==> src/pkg/spd_pkg.sv <==
// constants and types of the serial program download port
// Function
// - programming only accepted while the reset pin is held low
// - nothing programs or erases until the enable instruction has executed
// - an eeprom byte write erases its location first, self-timed
// - chip erase sets every flash and eeprom location to all ones
// - serial data in is sampled on the rising clock edge
// - serial data out is shifted on the falling clock edge
// - second enable byte echoes while the third byte shifts in
// - page buffer loads one byte per instruction, five low address bits
// - write-page commits whole buffer at page from seven upper address bits
// - eeprom programs one byte per instruction carrying address and data
// - read instruction shifts the addressed location out on serial data out
// - reads inside a flash page being written return all ones
// - read of an eeprom byte being written returns all ones
// - reset pin high ends programming mode
// - enable instruction is 0xAC, 0x53, then two don't-care bytes
// - chip erase is 0xAC then second byte with upper bits 100
// - write page is 0x4C with page address in bytes two and three
// - eeprom write is 0xC0 with address in bytes two, three, data in four
package spd_pkg;
  // instruction byte codes
  localparam logic [7:0] SPD_B1_ENABLE = 8'hAC;
  localparam logic [7:0] SPD_B2_ENABLE = 8'h53;
  localparam logic [2:0] SPD_B2_ERASE = 3'h4;
  localparam logic [7:0] SPD_B1_RD_FL = 8'h20;
  localparam logic [7:0] SPD_B1_LD_PG = 8'h40;
  localparam logic [7:0] SPD_B1_WR_PG = 8'h4C;
  localparam logic [7:0] SPD_B1_RD_EE = 8'hA0;
  localparam logic [7:0] SPD_B1_WR_EE = 8'hC0;
  localparam logic [7:0] SPD_HI_BIT_MASK = 8'h08;
  localparam logic [7:0] SPD_ERASED = 8'hFF;
  localparam logic [7:0] SPD_ZERO = 8'h00;
  // field widths and positions
  localparam int SPD_FL_AW = 12;
  localparam int SPD_EE_AW = 9;
  localparam int SPD_IDX_W = 5;
  localparam int SPD_PAGE_W = 7;
  localparam int SPD_PAGE_WORDS = 32;
  localparam int SPD_CNT_W = 22;
  // array operations
  typedef enum logic [1:0] {SPD_OP_FL_WORD, SPD_OP_EE_ERASE, SPD_OP_EE_WRITE,
    SPD_OP_CHIP_ERASE} spd_op_t;
  localparam int SPD_BUF_W = 2 + SPD_FL_AW + 16;
  // self-timed write durations
  localparam int SPD_CLK_PS = 5000;
  localparam longint FLASH_PAGE_WAIT_DELAY_PS = 64'd4500000000;
  localparam longint EEPROM_BYTE_WAIT_DELAY_PS = 64'd9000000000;
  localparam longint CHIP_ERASE_WAIT_DELAY_PS = 64'd9000000000;
  localparam int SPD_FLASH_CYC = int'((FLASH_PAGE_WAIT_DELAY_PS + SPD_CLK_PS - 1) / SPD_CLK_PS);
  localparam int SPD_EE_CYC = int'((EEPROM_BYTE_WAIT_DELAY_PS + SPD_CLK_PS - 1) / SPD_CLK_PS);
  localparam int SPD_ERASE_CYC = int'((CHIP_ERASE_WAIT_DELAY_PS + SPD_CLK_PS - 1) / SPD_CLK_PS);
endpackage

==> src/design/spd_buf.sv <==
// two-entry valid/ready buffer on the array write path
`timescale 1ns/1ps
`default_nettype none
module spd_buf #(
  parameter int W = 30,
  parameter int DEPTH = 2
) (
  // clock and reset
  input wire logic clk,
  input wire logic rst,
  // fill side
  input wire logic in_valid,
  output logic in_ready,
  input wire logic [W-1:0] in_data,
  // drain side
  output logic out_valid,
  input wire logic out_ready,
  output logic [W-1:0] out_data
);
  logic [W-1:0] mem_r [DEPTH];
  logic wr_ptr_r;
  logic rd_ptr_r;
  logic [1:0] cnt_r;
  logic push;
  logic pop;

  // full and empty come straight from the count, so back-pressure is honest
  assign in_ready = (cnt_r != 2'(DEPTH));
  assign out_valid = (cnt_r != 2'h0);
  assign out_data = mem_r[rd_ptr_r];
  assign push = in_valid & in_ready;
  assign pop = out_valid & out_ready;

  // storage
  always_ff @(posedge clk or posedge rst) begin
    if (rst) begin
      for (int i = 0; i < DEPTH; i++) begin
        mem_r[i] <= '0;
      end
    end else if (push) begin
      mem_r[wr_ptr_r] <= in_data;
    end
  end

  // pointers and count
  always_ff @(posedge clk or posedge rst) begin
    if (rst) begin
      wr_ptr_r <= 1'b0;
      rd_ptr_r <= 1'b0;
      cnt_r <= 2'h0;
    end else begin
      if (push) wr_ptr_r <= ~wr_ptr_r;
      if (pop) rd_ptr_r <= ~rd_ptr_r;
      if (push && !pop) cnt_r <= cnt_r + 2'h1;
      else if (pop && !push) cnt_r <= cnt_r - 2'h1;
    end
  end
endmodule // spd_buf
`default_nettype wire

==> src/design/spd_top.sv <==
// serial program download port: spi-style link to the flash and eeprom arrays
`timescale 1ns/1ps
`default_nettype none
module spd_top #(
  parameter int FLASH_CYC = spd_pkg::SPD_FLASH_CYC,
  parameter int EE_CYC = spd_pkg::SPD_EE_CYC,
  parameter int ERASE_CYC = spd_pkg::SPD_ERASE_CYC
) (
  // clock and reset
  input wire logic sys_clk,
  input wire logic sys_rst,
  // link pins
  input wire logic prog_reset_n,
  input wire logic sck,
  input wire logic mosi,
  output logic miso,
  // array write port
  output logic nvm_valid,
  input wire logic nvm_ready,
  output logic [1:0] nvm_op,
  output logic [spd_pkg::SPD_FL_AW-1:0] nvm_addr,
  output logic [15:0] nvm_data,
  // array read port
  output logic [spd_pkg::SPD_FL_AW-1:0] rd_addr,
  output logic rd_ee,
  input wire logic [15:0] fl_rd_data,
  input wire logic [7:0] ee_rd_data,
  // status
  output logic prog_mode,
  output logic busy
);
  typedef enum logic [2:0] {S_IDLE, S_PAGE, S_EE_ERASE, S_EE_WRITE, S_ERASE} spd_state_t;
  typedef enum logic [1:0] {BK_FLASH, BK_EE, BK_ERASE} spd_busy_t;
  localparam int SPD_CNT_W = spd_pkg::SPD_CNT_W;

  logic rst_meta_r, rst_pin_r, sck_meta_r, sck_r, sck_d_r, mosi_meta_r, mosi_r;
  logic rise, fall, byte_done, inst_done;
  logic [2:0] bit_cnt_r;
  logic [1:0] byte_cnt_r;
  logic [7:0] rx_sh_r, rx_byte, b1_r, b2_r, b3_r;
  logic [7:0] tx_sh_r, tx_next_r, rd_val_r;
  logic load_pend_r, enabled_r, idle_ok, is_rd_fl;
  logic [7:0] pg_lo_r [spd_pkg::SPD_PAGE_WORDS];
  logic [7:0] pg_hi_r [spd_pkg::SPD_PAGE_WORDS];
  spd_state_t state_r;
  spd_busy_t bk_r;
  logic [spd_pkg::SPD_IDX_W-1:0] idx_r;
  logic [spd_pkg::SPD_PAGE_W-1:0] page_r;
  logic [spd_pkg::SPD_EE_AW-1:0] ee_addr_r;
  logic [7:0] ee_data_r;
  logic [spd_pkg::SPD_CNT_W-1:0] wait_cnt_r;
  logic rd_none_r, rd_hi_r, rd_hit;
  logic [spd_pkg::SPD_FL_AW-1:0] rd_addr_r;
  logic rd_ee_r;
  logic in_valid, in_ready;
  logic [spd_pkg::SPD_BUF_W-1:0] in_data, out_data;
  logic [1:0] in_op;
  logic [spd_pkg::SPD_FL_AW-1:0] in_addr;
  logic [15:0] in_word;

  // pin synchronisers; the first stage feeds only the second
  always_ff @(posedge sys_clk or posedge sys_rst) begin
    if (sys_rst) begin
      rst_meta_r <= 1'b1;
      rst_pin_r <= 1'b1;
      sck_meta_r <= 1'b0;
      sck_r <= 1'b0;
      sck_d_r <= 1'b0;
      mosi_meta_r <= 1'b0;
      mosi_r <= 1'b0;
    end else begin
      rst_meta_r <= prog_reset_n;
      rst_pin_r <= rst_meta_r;
      sck_meta_r <= sck;
      sck_r <= sck_meta_r;
      sck_d_r <= sck_r;
      mosi_meta_r <= mosi;
      mosi_r <= mosi_meta_r;
    end
  end

  // programming mode follows the synchronised reset pin
  always_ff @(posedge sys_clk or posedge sys_rst) begin
    if (sys_rst) prog_mode <= 1'b0;
    else prog_mode <= ~rst_pin_r;
  end

  // edge detection works because each clock phase spans several cycles
  assign rise = prog_mode & sck_r & ~sck_d_r;
  assign fall = prog_mode & ~sck_r & sck_d_r;
  assign rx_byte = {rx_sh_r[6:0], mosi_r};
  assign byte_done = rise & (bit_cnt_r == 3'h7);
  assign inst_done = byte_done & (byte_cnt_r == 2'h3);
  assign is_rd_fl = ((b1_r & ~spd_pkg::SPD_HI_BIT_MASK) == spd_pkg::SPD_B1_RD_FL);

  // receive shifter; counters restart whenever the reset pin rises
  always_ff @(posedge sys_clk or posedge sys_rst) begin
    if (sys_rst) begin
      bit_cnt_r <= 3'h0;
      byte_cnt_r <= 2'h0;
      rx_sh_r <= 8'h00;
      b1_r <= 8'h00;
      b2_r <= 8'h00;
      b3_r <= 8'h00;
    end else if (!prog_mode) begin
      bit_cnt_r <= 3'h0;
      byte_cnt_r <= 2'h0;
    end else if (rise) begin
      rx_sh_r <= rx_byte;
      bit_cnt_r <= bit_cnt_r + 3'h1;
      if (byte_done) begin
        byte_cnt_r <= byte_cnt_r + 2'h1;
        if (byte_cnt_r == 2'h0) b1_r <= rx_byte;
        if (byte_cnt_r == 2'h1) b2_r <= rx_byte;
        if (byte_cnt_r == 2'h2) b3_r <= rx_byte;
      end
    end
  end

  // transmit: bytes one and two echo during the next; byte four carries read data
  always_ff @(posedge sys_clk or posedge sys_rst) begin
    if (sys_rst) begin
      tx_sh_r <= 8'h00;
      tx_next_r <= 8'h00;
      load_pend_r <= 1'b0;
    end else if (!prog_mode) begin
      tx_sh_r <= 8'h00;
      load_pend_r <= 1'b0;
    end else begin
      if (byte_done) begin
        tx_next_r <= (byte_cnt_r == 2'h3) ? spd_pkg::SPD_ZERO : rx_byte;
        load_pend_r <= 1'b1;
      end
      if (fall) begin
        load_pend_r <= 1'b0;
        if (load_pend_r && byte_cnt_r == 2'h3) tx_sh_r <= rd_val_r;
        else if (load_pend_r) tx_sh_r <= tx_next_r;
        else tx_sh_r <= {tx_sh_r[6:0], 1'b0};
      end
    end
  end
  assign miso = tx_sh_r[7];

  // enable latch: set by the full four-byte enable, cleared by leaving the mode
  always_ff @(posedge sys_clk or posedge sys_rst) begin
    if (sys_rst) enabled_r <= 1'b0;
    else if (!prog_mode) enabled_r <= 1'b0;
    else if (inst_done && b1_r == spd_pkg::SPD_B1_ENABLE && b2_r == spd_pkg::SPD_B2_ENABLE)
      enabled_r <= 1'b1;
  end

  // writes are only taken when enabled and the arrays are quiet
  assign idle_ok = enabled_r & ~busy;

  // read address is caught as byte three completes, ahead of byte four
  always_ff @(posedge sys_clk or posedge sys_rst) begin
    if (sys_rst) begin
      rd_addr_r <= '0;
      rd_ee_r <= 1'b0;
      rd_hi_r <= 1'b0;
      rd_none_r <= 1'b1;
    end else if (byte_done && byte_cnt_r == 2'h2) begin
      rd_none_r <= 1'b1;
      if (enabled_r && is_rd_fl) begin
        rd_addr_r <= {b2_r[3:0], rx_byte};
        rd_ee_r <= 1'b0;
        rd_hi_r <= b1_r[3];
        rd_none_r <= 1'b0;
      end else if (enabled_r && b1_r == spd_pkg::SPD_B1_RD_EE) begin
        rd_addr_r <= {3'h0, b2_r[0], rx_byte};
        rd_ee_r <= 1'b1;
        rd_none_r <= 1'b0;
      end
    end
  end
  assign rd_addr = rd_addr_r;
  assign rd_ee = rd_ee_r;

  // polling view: locations under write read as all ones until the write ends
  always_comb begin
    rd_hit = 1'b0;
    if (busy) begin
      case (bk_r)
        BK_ERASE: rd_hit = 1'b1;
        BK_FLASH: rd_hit = ~rd_ee_r & (rd_addr_r[11:5] == page_r);
        default: rd_hit = rd_ee_r & (rd_addr_r[8:0] == ee_addr_r);
      endcase
    end
  end

  // read value register; the array answers within a cycle of the address
  always_ff @(posedge sys_clk or posedge sys_rst) begin
    if (sys_rst) rd_val_r <= 8'h00;
    else if (rd_none_r) rd_val_r <= spd_pkg::SPD_ZERO;
    else if (rd_hit) rd_val_r <= spd_pkg::SPD_ERASED;
    else if (rd_ee_r) rd_val_r <= ee_rd_data;
    else rd_val_r <= rd_hi_r ? fl_rd_data[15:8] : fl_rd_data[7:0];
  end

  // page buffer, one byte per load instruction; starts erased
  always_ff @(posedge sys_clk or posedge sys_rst) begin
    if (sys_rst) begin
      for (int i = 0; i < spd_pkg::SPD_PAGE_WORDS; i++) begin
        pg_lo_r[i] <= spd_pkg::SPD_ERASED;
        pg_hi_r[i] <= spd_pkg::SPD_ERASED;
      end
    end else if (inst_done && idle_ok && state_r == S_IDLE &&
                 (b1_r & ~spd_pkg::SPD_HI_BIT_MASK) == spd_pkg::SPD_B1_LD_PG) begin
      if (b1_r[3]) pg_hi_r[b3_r[4:0]] <= rx_byte;
      else pg_lo_r[b3_r[4:0]] <= rx_byte;
    end
  end

  // command sequencer: turns accepted writes into array operations
  always_ff @(posedge sys_clk or posedge sys_rst) begin
    if (sys_rst) begin
      state_r <= S_IDLE;
      idx_r <= '0;
      page_r <= '0;
      ee_addr_r <= '0;
      ee_data_r <= 8'h00;
    end else begin
      case (state_r)
        S_IDLE: begin
          if (inst_done && idle_ok) begin
            if (b1_r == spd_pkg::SPD_B1_ENABLE && b2_r[7:5] == spd_pkg::SPD_B2_ERASE) begin
              state_r <= S_ERASE;
            end else if (b1_r == spd_pkg::SPD_B1_WR_PG) begin
              page_r <= {b2_r[3:0], b3_r[7:5]};
              idx_r <= '0;
              state_r <= S_PAGE;
            end else if (b1_r == spd_pkg::SPD_B1_WR_EE) begin
              ee_addr_r <= {b2_r[0], b3_r};
              ee_data_r <= rx_byte;
              state_r <= S_EE_ERASE;
            end
          end
        end
        S_PAGE: begin
          if (in_ready) begin
            idx_r <= idx_r + 5'h1;
            if (idx_r == 5'(spd_pkg::SPD_PAGE_WORDS - 1)) state_r <= S_IDLE;
          end
        end
        S_EE_ERASE: if (in_ready) state_r <= S_EE_WRITE;
        S_EE_WRITE: if (in_ready) state_r <= S_IDLE;
        default: if (in_ready) state_r <= S_IDLE;
      endcase
    end
  end

  // self-timed write counter, armed with the kind of write it covers
  always_ff @(posedge sys_clk or posedge sys_rst) begin
    if (sys_rst) begin
      wait_cnt_r <= '0;
      bk_r <= BK_FLASH;
    end else if (state_r == S_IDLE && inst_done && idle_ok) begin
      if (b1_r == spd_pkg::SPD_B1_ENABLE && b2_r[7:5] == spd_pkg::SPD_B2_ERASE) begin
        wait_cnt_r <= SPD_CNT_W'(ERASE_CYC);
        bk_r <= BK_ERASE;
      end else if (b1_r == spd_pkg::SPD_B1_WR_PG) begin
        wait_cnt_r <= SPD_CNT_W'(FLASH_CYC);
        bk_r <= BK_FLASH;
      end else if (b1_r == spd_pkg::SPD_B1_WR_EE) begin
        wait_cnt_r <= SPD_CNT_W'(EE_CYC);
        bk_r <= BK_EE;
      end
    end else if (wait_cnt_r != '0) begin
      wait_cnt_r <= wait_cnt_r - SPD_CNT_W'(1);
    end
  end
  assign busy = (wait_cnt_r != '0) | (state_r != S_IDLE);

  // operation word pushed into the write buffer
  always_comb begin
    in_op = spd_pkg::SPD_OP_CHIP_ERASE;
    in_addr = '0;
    in_word = {8'h00, spd_pkg::SPD_ERASED};
    case (state_r)
      S_PAGE: begin
        in_op = spd_pkg::SPD_OP_FL_WORD;
        in_addr = {page_r, idx_r};
        in_word = {pg_hi_r[idx_r], pg_lo_r[idx_r]};
      end
      S_EE_ERASE: begin
        in_op = spd_pkg::SPD_OP_EE_ERASE;
        in_addr = {3'h0, ee_addr_r};
      end
      S_EE_WRITE: begin
        in_op = spd_pkg::SPD_OP_EE_WRITE;
        in_addr = {3'h0, ee_addr_r};
        in_word = {8'h00, ee_data_r};
      end
      default: begin
        in_op = spd_pkg::SPD_OP_CHIP_ERASE;
      end
    endcase
  end
  assign in_valid = (state_r != S_IDLE);
  assign in_data = {in_op, in_addr, in_word};

  // a stall by the array holds the sequencer, so no word is dropped
  spd_buf #(
    .W(spd_pkg::SPD_BUF_W),
    .DEPTH(2)
  ) u_buf (
    .clk(sys_clk),
    .rst(sys_rst),
    .in_valid(in_valid),
    .in_ready(in_ready),
    .in_data(in_data),
    .out_valid(nvm_valid),
    .out_ready(nvm_ready),
    .out_data(out_data)
  );
  assign nvm_op = out_data[29:28];
  assign nvm_addr = out_data[27:16];
  assign nvm_data = out_data[15:0];
endmodule // spd_top
`default_nettype wire

==> config.mk <==
export PLATFORM = sky130hd
export DESIGN_NAME = spd_top
export DESIGN_NICKNAME = d
export VERILOG_FILES = /design/src/pkg/spd_pkg.sv /design/src/design/spd_buf.sv /design/src/design/spd_top.sv
export SDC_FILE = /design/constraint.sdc
export NUM_CORES = 2
export LEC_CHECK = 0
export BUFFER_PORTS_ARGS = -buffer_cell sky130_fd_sc_hd__buf_2
export CORE_AREA = 3 3 239 241
export CTS_CLUSTER_DIAMETER = 150
export DETAILED_ROUTE_END_ITERATION = 10
export DIE_AREA = 0 0 242 244
export PLACE_DENSITY = 0.79
export SYNTH_ARGS = -nofsm -noshare
export SYNTH_HDL_FRONTEND = slang
export SYNTH_SLANG_ARGS = --single-unit
==> constraint.sdc <==
create_clock -name sys_clk -period 34.9 [get_ports sys_clk]
set_input_delay 6.98 -clock sys_clk [delete_from_list [all_inputs] [get_ports sys_clk]]
set_output_delay 6.98 -clock sys_clk [all_outputs]
set_load 0.005 [all_outputs]
---- Yosys cells after proc, flatten, opt, wreduce, memory -nomap -nowiden ----
Cells that the tools add are included.
storage, ports and cells
  flip-flop bits (word level) ............. 717
  output and inout port bits .............. 47
  word-level logic and storage cells ...... 287
cells by class
  add/subtract/negate cells ............... 6
  magnitude comparators ................... 6
  equal/unequal tests ..................... 33
  multiplexer cells ....................... 70
  bitwise operators ....................... 26
  reductions and logical operators ........ 47
operators by type and width
  cell                                                                   count
  256-bit bitwise mux                                                    2
  30-bit 2-to-1 mux                                                      4
  8-bit 2-to-1 mux                                                       14
  22-bit 2-to-1 mux                                                      5
  8-bit binary-select mux with 5-bit select                              2
  60-bit bitwise mux                                                     1
  8-bit demux with 5-bit select                                          1
  16-bit case mux with 2 select lines                                    1
  30-bit demux with 1-bit select                                         1
  3-bit 2-to-1 mux                                                       10
  8-bit == test (second input constant)                                  3
  12-bit 2-to-1 mux                                                      2
  12-bit case mux with 2 select lines                                    1
  22-bit nonzero test                                                    1
  22-bit by 1-bit subtractor with 22-bit output (second input constant)  1
  5-bit 2-to-1 mux                                                       4
  2-bit AND reduction                                                    9
  8-bit by 7-bit == test with 1-bit output (second input constant)       2
  1-bit logical AND                                                      16
  2-bit 2-to-1 mux                                                       8
  4-bit AND reduction                                                    4
  2-bit by 1-bit != test with 1-bit output (second input constant)       7
  6-bit >= comparator (second input constant)                            2
  5-bit NOT with 6-bit output                                            2
  other kinds (38)                                                       85

---- Logic depth before layout (Yosys ltp) ----
  depth after elaboration ................. 8
  gate-level depth with buffers ........... 11
  gate-level depth less buffers ........... 7

---- By module ----
From an unflattened synthesis, not the netlist that was laid out.
unflattened totals
  cells, all modules ...................... 2,371
  area, all modules ....................... 34,560.6 um^2
modules (own cells, without submodules)
  module   times used  cells an instance  area each (um^2)  seq. area each (um^2)
  spd_top  1           2,194              31,587.8          16,985.0
  spd_buf  1           177                2,972.9           1,601.5

---- Worst setup path before layout ----
Ideal clock, no wire load.
  path type ............................... reg-to-output
  from .................................... register wait_cnt_r[3] in the netlist's numbering
  to ...................................... output busy
  arrival ................................. 1.479 ns
  slack ................................... 26.441 ns
  cell stages (with the launch flop) ...... 5
  path through ............................ dfrtp_1 nor4_4 nand3_1 nor2_1 nand2_1
on the way
  cells in the longest elaborated chain, start to end .. 2
RTL lines
  what                    RTL line        RTL
  from (decl)             spd_top.sv:51   logic [spd_pkg::SPD_CNT_W-1:0] wait_cnt_r;
  from (signal assigned)  spd_top.sv:259  wait_cnt_r <= SPD_CNT_W'(ERASE_CYC);
  from (signal assigned)  spd_top.sv:262  wait_cnt_r <= SPD_CNT_W'(FLASH_CYC);
  from (signal assigned)  spd_top.sv:265  wait_cnt_r <= SPD_CNT_W'(EE_CYC);
  22-bit nonzero test     spd_top.sv:272  assign busy = (wait_cnt_r != '0) | (state_r != S_IDLE);
  1-bit bitwise OR        spd_top.sv:272
  to (decl)               spd_top.sv:30   output logic busy
Every way passes these cells.

---- Final worst setup path ----
  from .................................... register wait_cnt_r[2] in the netlist's numbering
  to ...................................... output busy
Same word-level chain as after synthesis.

==> results.md <==
- Result of the run: finished, final reports clean
- Initial cell density of the core: 0.628
- Net count after synthesis: about 2600
- Leakage power of the design: 15.8 nW
- ANT cells: 0
- Highest-count cells in the layout ignoring fill and taps: 633 x sky130_fd_sc_hd__mux2_2, 515 x sky130_fd_sc_hd__dfstp_2, 226 x sky130_fd_sc_hd__mux2i_1
- Maximum clock skew at final layout: around 0.020 ns
- Routability cong.: 0.864
- Post-CTS Setup Repair Bufs: 0
- Sequential fraction of the synthesis area: 0.538
- Clock latency reported for the late side of the worst-skew pair: 0.62 ns
- Total global-route track usage: 0.276
- Hold buffers post-CTS: 0
- Vertical extent of the die: around 240 um
- Actual slew at the worst max-slew pin: approximately 1.3 ns
- Critical path type: flop to output pin
- Number of distinct standard cells referenced by the synthesized netlist: 66
- Kind of end point of the critical path: output pin
- Area growth, synth to finish: 9.04%
- Leading cell type in the layout, fill and taps excluded: sky130_fd_sc_hd__mux2_2
- Sort of element at the start of the critical path: flop
- Post-synth EDFFs: 0
- Net total in the final layout: 2613
- Headroom to the max-slew limit: 0.133
- # H-tree levels: 3
- Worst min path class: flop to flop
- Setup TNS after final layout: 0 ns
- Count of yosys warnings during synthesis: 0
- Horizontal extent of the die: 242 um
- Via count of the first global-routing pass: 22595
- Share of flip-flops with an asynchronous set or reset after synthesis: 1.00
- Placeable core region: 55100 sq um
- Wire length per cell: 24.1 um
- Final setup violation count: 0
- Cell count after synthesis: 2582
- Buffer levels on the longest clock path: 3
- CP Data Required Time: 27.92 ns
- Final HPWL DP: 51.7 mm
- Highest Clock Rate: between 100 and 150 MHz
- Maximum capacitance violations: 0
- Clock period minus worst slack: 9.67 ns
- Maximum vdd ir drop: 42.1 uV
- Final period util: 0.277
- Count of placed standard cells in the final layout, fillers left out: 3374
- Setup repair after global routing missed its margin: no
- Number of cells in the design after placement: 3244
- Post-route cell area: 37700 sq um
- CTS Sinks: 717
- Number of register bits inferred by synthesis: 717
- Fraction of power spent switching nets: 0.250
- Flop pwr share: 0.508
- Post-route ant nets: 0
- Post-DP Area: around 35000 sq um
- Clock input transition at the sequential cells of the worst setup and hold paths: 0.06 ns
- Leftover overflow at the end of global routing: 0
- Via-per-instance ratio: approximately 6.4
- Largest net degree at the start of global routing: approximately 190
- Number of antenna violations at the first check in global routing: 0
- Global-route wire length before repair: 129 mm
- Combinational share of power: 0.053
- Hold violation total from the final report: 0
- Cell Int Power: 1.29 mW
- Slew Viols, Final: 0
- Data arrival, critical path: 2.69 ns
- Part of the total power dissipated in the clock network: 0.439
- Mapped Area: 34600 sq um
- DRC viols: 0
- Cts bufs inserted: 74
- CTS tree: done
- First DRT Iteration DRCs: around 1700
- Mean post-synth cell area: around 13 sq um
- Net switching component of the power: 0.431 mW
- Detailed-router iteration count before antenna repair: 6
- Flip-flop cell with the highest count after synthesis: sky130_fd_sc_hd__dfstp_2
- Vias post-DR: 21521
- Fraction of final layout cells with drive strength greater than 1: 0.553
- Overall die area: 59000 sq um
- Count of port buffers added during placement: 76
- Post-detailed-routing wire length: 81.2 mm
- PwrDens: 45.6 nW/um^2
- Maximum fanout count along the critical path: 9
- Top Ports: 77
- # rows: between 80 and 90
- Resized cells post-CTS: 0
- CTS Root Cell: sky130_fd_sc_hd__clkbuf_16
metrics by stage:
stage          power (mW)  hold WS, ns   util  worst slack, ns
2_1_floorplan       0.924        0.331      -             8.66
3_3_place_gp        0.972        0.336  0.643            25.33
3_5_place_dp        0.978        0.339  0.643            25.22
4_1_cts              1.73        0.352  0.684            25.22
5_1_grt              1.77        0.362  0.684            25.02
6_report             1.72        0.350  0.684            25.23
final timing paths:
path	startpoint	endpoint	slack [ns]	depth (start not counted)
max	wait_cnt_r[2]$_DFFE_PP0P_	busy	25.23	5
min in group asynchronous	sys_rst	pg_hi_r[205]$_DFFE_PP1P_	6.92	2
min	mosi_meta_r$_DFF_PP0_	mosi_r$_DFF_PP0_	0.35	0
min reg2reg	mosi_meta_r$_DFF_PP0_	mosi_r$_DFF_PP0_	0.35	0
max in group asynchronous	sys_rst	ee_data_r[5]$_DFFE_PP0P_	25.91	4
max reg2reg	wait_cnt_r[2]$_DFFE_PP0P_	pg_lo_r[201]$_DFFE_PP1P_	30.71	6
synth_stat cells (7+ instances only):
library cell	n	area, sq um
sky130_fd_sc_hd__nor3_1	27	135
sky130_fd_sc_hd__nor2_1	120	450
sky130_fd_sc_hd__nand3b_1	13	97.6
sky130_fd_sc_hd__nand2b_1	13	81.3
sky130_fd_sc_hd__buf_2	35	175
sky130_fd_sc_hd__and4_1	7	61.3
sky130_fd_sc_hd__nand3_1	17	85.1
sky130_fd_sc_hd__a31oi_1	41	257
sky130_fd_sc_hd__nor4b_4	14	333
sky130_fd_sc_hd__mux2_2	633	7130
sky130_fd_sc_hd__a21oi_1	45	225
sky130_fd_sc_hd__mux2i_1	226	2260
sky130_fd_sc_hd__nand4_1	16	100
sky130_fd_sc_hd__nor4_1	12	75.1
sky130_fd_sc_hd__nor2b_1	29	181
sky130_fd_sc_hd__a22o_1	27	236
sky130_fd_sc_hd__o22ai_1	56	350
sky130_fd_sc_hd__buf_1	37	139
sky130_fd_sc_hd__or4_1	12	90.1
sky130_fd_sc_hd__o21ai_0	31	155
sky130_fd_sc_hd__a221oi_1	16	140
sky130_fd_sc_hd__mux4_2	8	180
sky130_fd_sc_hd__xnor2_1	19	166
sky130_fd_sc_hd__nand2_1	77	289
sky130_fd_sc_hd__clkbuf_1	117	439
sky130_fd_sc_hd__inv_1	15	56.3
sky130_fd_sc_hd__a22oi_1	32	240
sky130_fd_sc_hd__mux2_1	7	78.8
sky130_fd_sc_hd__nand4_4	20	425
sky130_fd_sc_hd__dfstp_2	515	13500
sky130_fd_sc_hd__a211oi_1	18	135
sky130_fd_sc_hd__ha_1	11	138
sky130_fd_sc_hd__nand4b_2	9	135
sky130_fd_sc_hd__xor2_1	24	210
sky130_fd_sc_hd__dfrtp_1	202	5050
sky130_fd_sc_hd__o22a_1	9	78.8
power by group through the flow:
| stage | Sequential, mW | Clock (mW) | Combinational [mW] |
|---|---|---|---|
| after floorplan | 0.852 | 0 | 0.0717 |
| after global placement | 0.885 | 0 | 0.0866 |
| after detailed placement | 0.887 | 0 | 0.0910 |
| after CTS | 0.874 | 0.766 | 0.0914 |
| after global routing | 0.876 | 0.799 | 0.0974 |
| final | 0.874 | 0.755 | 0.0907 |
state kept, by name, indices dropped and copies added (netlist names), 5 cells and up:
signal,flops
ee_addr_r,9
b1_r,8
idx_r,5
rd_val_r,8
rd_addr,12
b3_r,8
wait_cnt_r,22
u_buf.mem_r,60
ee_data_r,8
page_r,7
tx_next_r,8
tx_sh_r,8
pg_lo_r,256
pg_hi_r,256
rx_sh_r,7
b2_r,8
final cells by class:
class,instances,area (sq um)
clock buffers,119,2180
clock inverters,11,121
multi-input cells,1653,15100
fillers,3838,17400
flip-flops and latches,717,18600
inverters,16,67.6
repair buffers,110,661
well taps,748,936
metal layers:
layer / wire (um) / GRT usage
met1: 35000 / 0.378
met2: 39900 / 0.461
met3: 4480 / 0.0496
met4: 1770 / 0.0702
met5: 0 / 0
critical path: stages (launching register included):
cell and delay (ns):
sky130_fd_sc_hd__dfrtp_1 0.45, sky130_fd_sc_hd__nor4_4 0.46, sky130_fd_sc_hd__nand3_1 0.36, sky130_fd_sc_hd__nor2_1 0.48, sky130_fd_sc_hd__nand2_1 0.17, sky130_fd_sc_hd__buf_2 0.17
cell families after synthesis:
| family | Yosys count | synth area share |
|---|---|---|
| adder cells (fa/ha/maj) | 11 | 0.00398 |
| buffers and inverters | 212 | 0.0257 |
| AO/OA/AOI/OAI | 294 | 0.0570 |
| multiplexers | 874 | 0.279 |
| AND/OR/NAND/NOR | 431 | 0.0859 |
| XOR/XNOR | 43 | 0.0109 |
| flip-flops | 717 | 0.538 |
No activity file was read; power rests on OpenSTA's default activity.
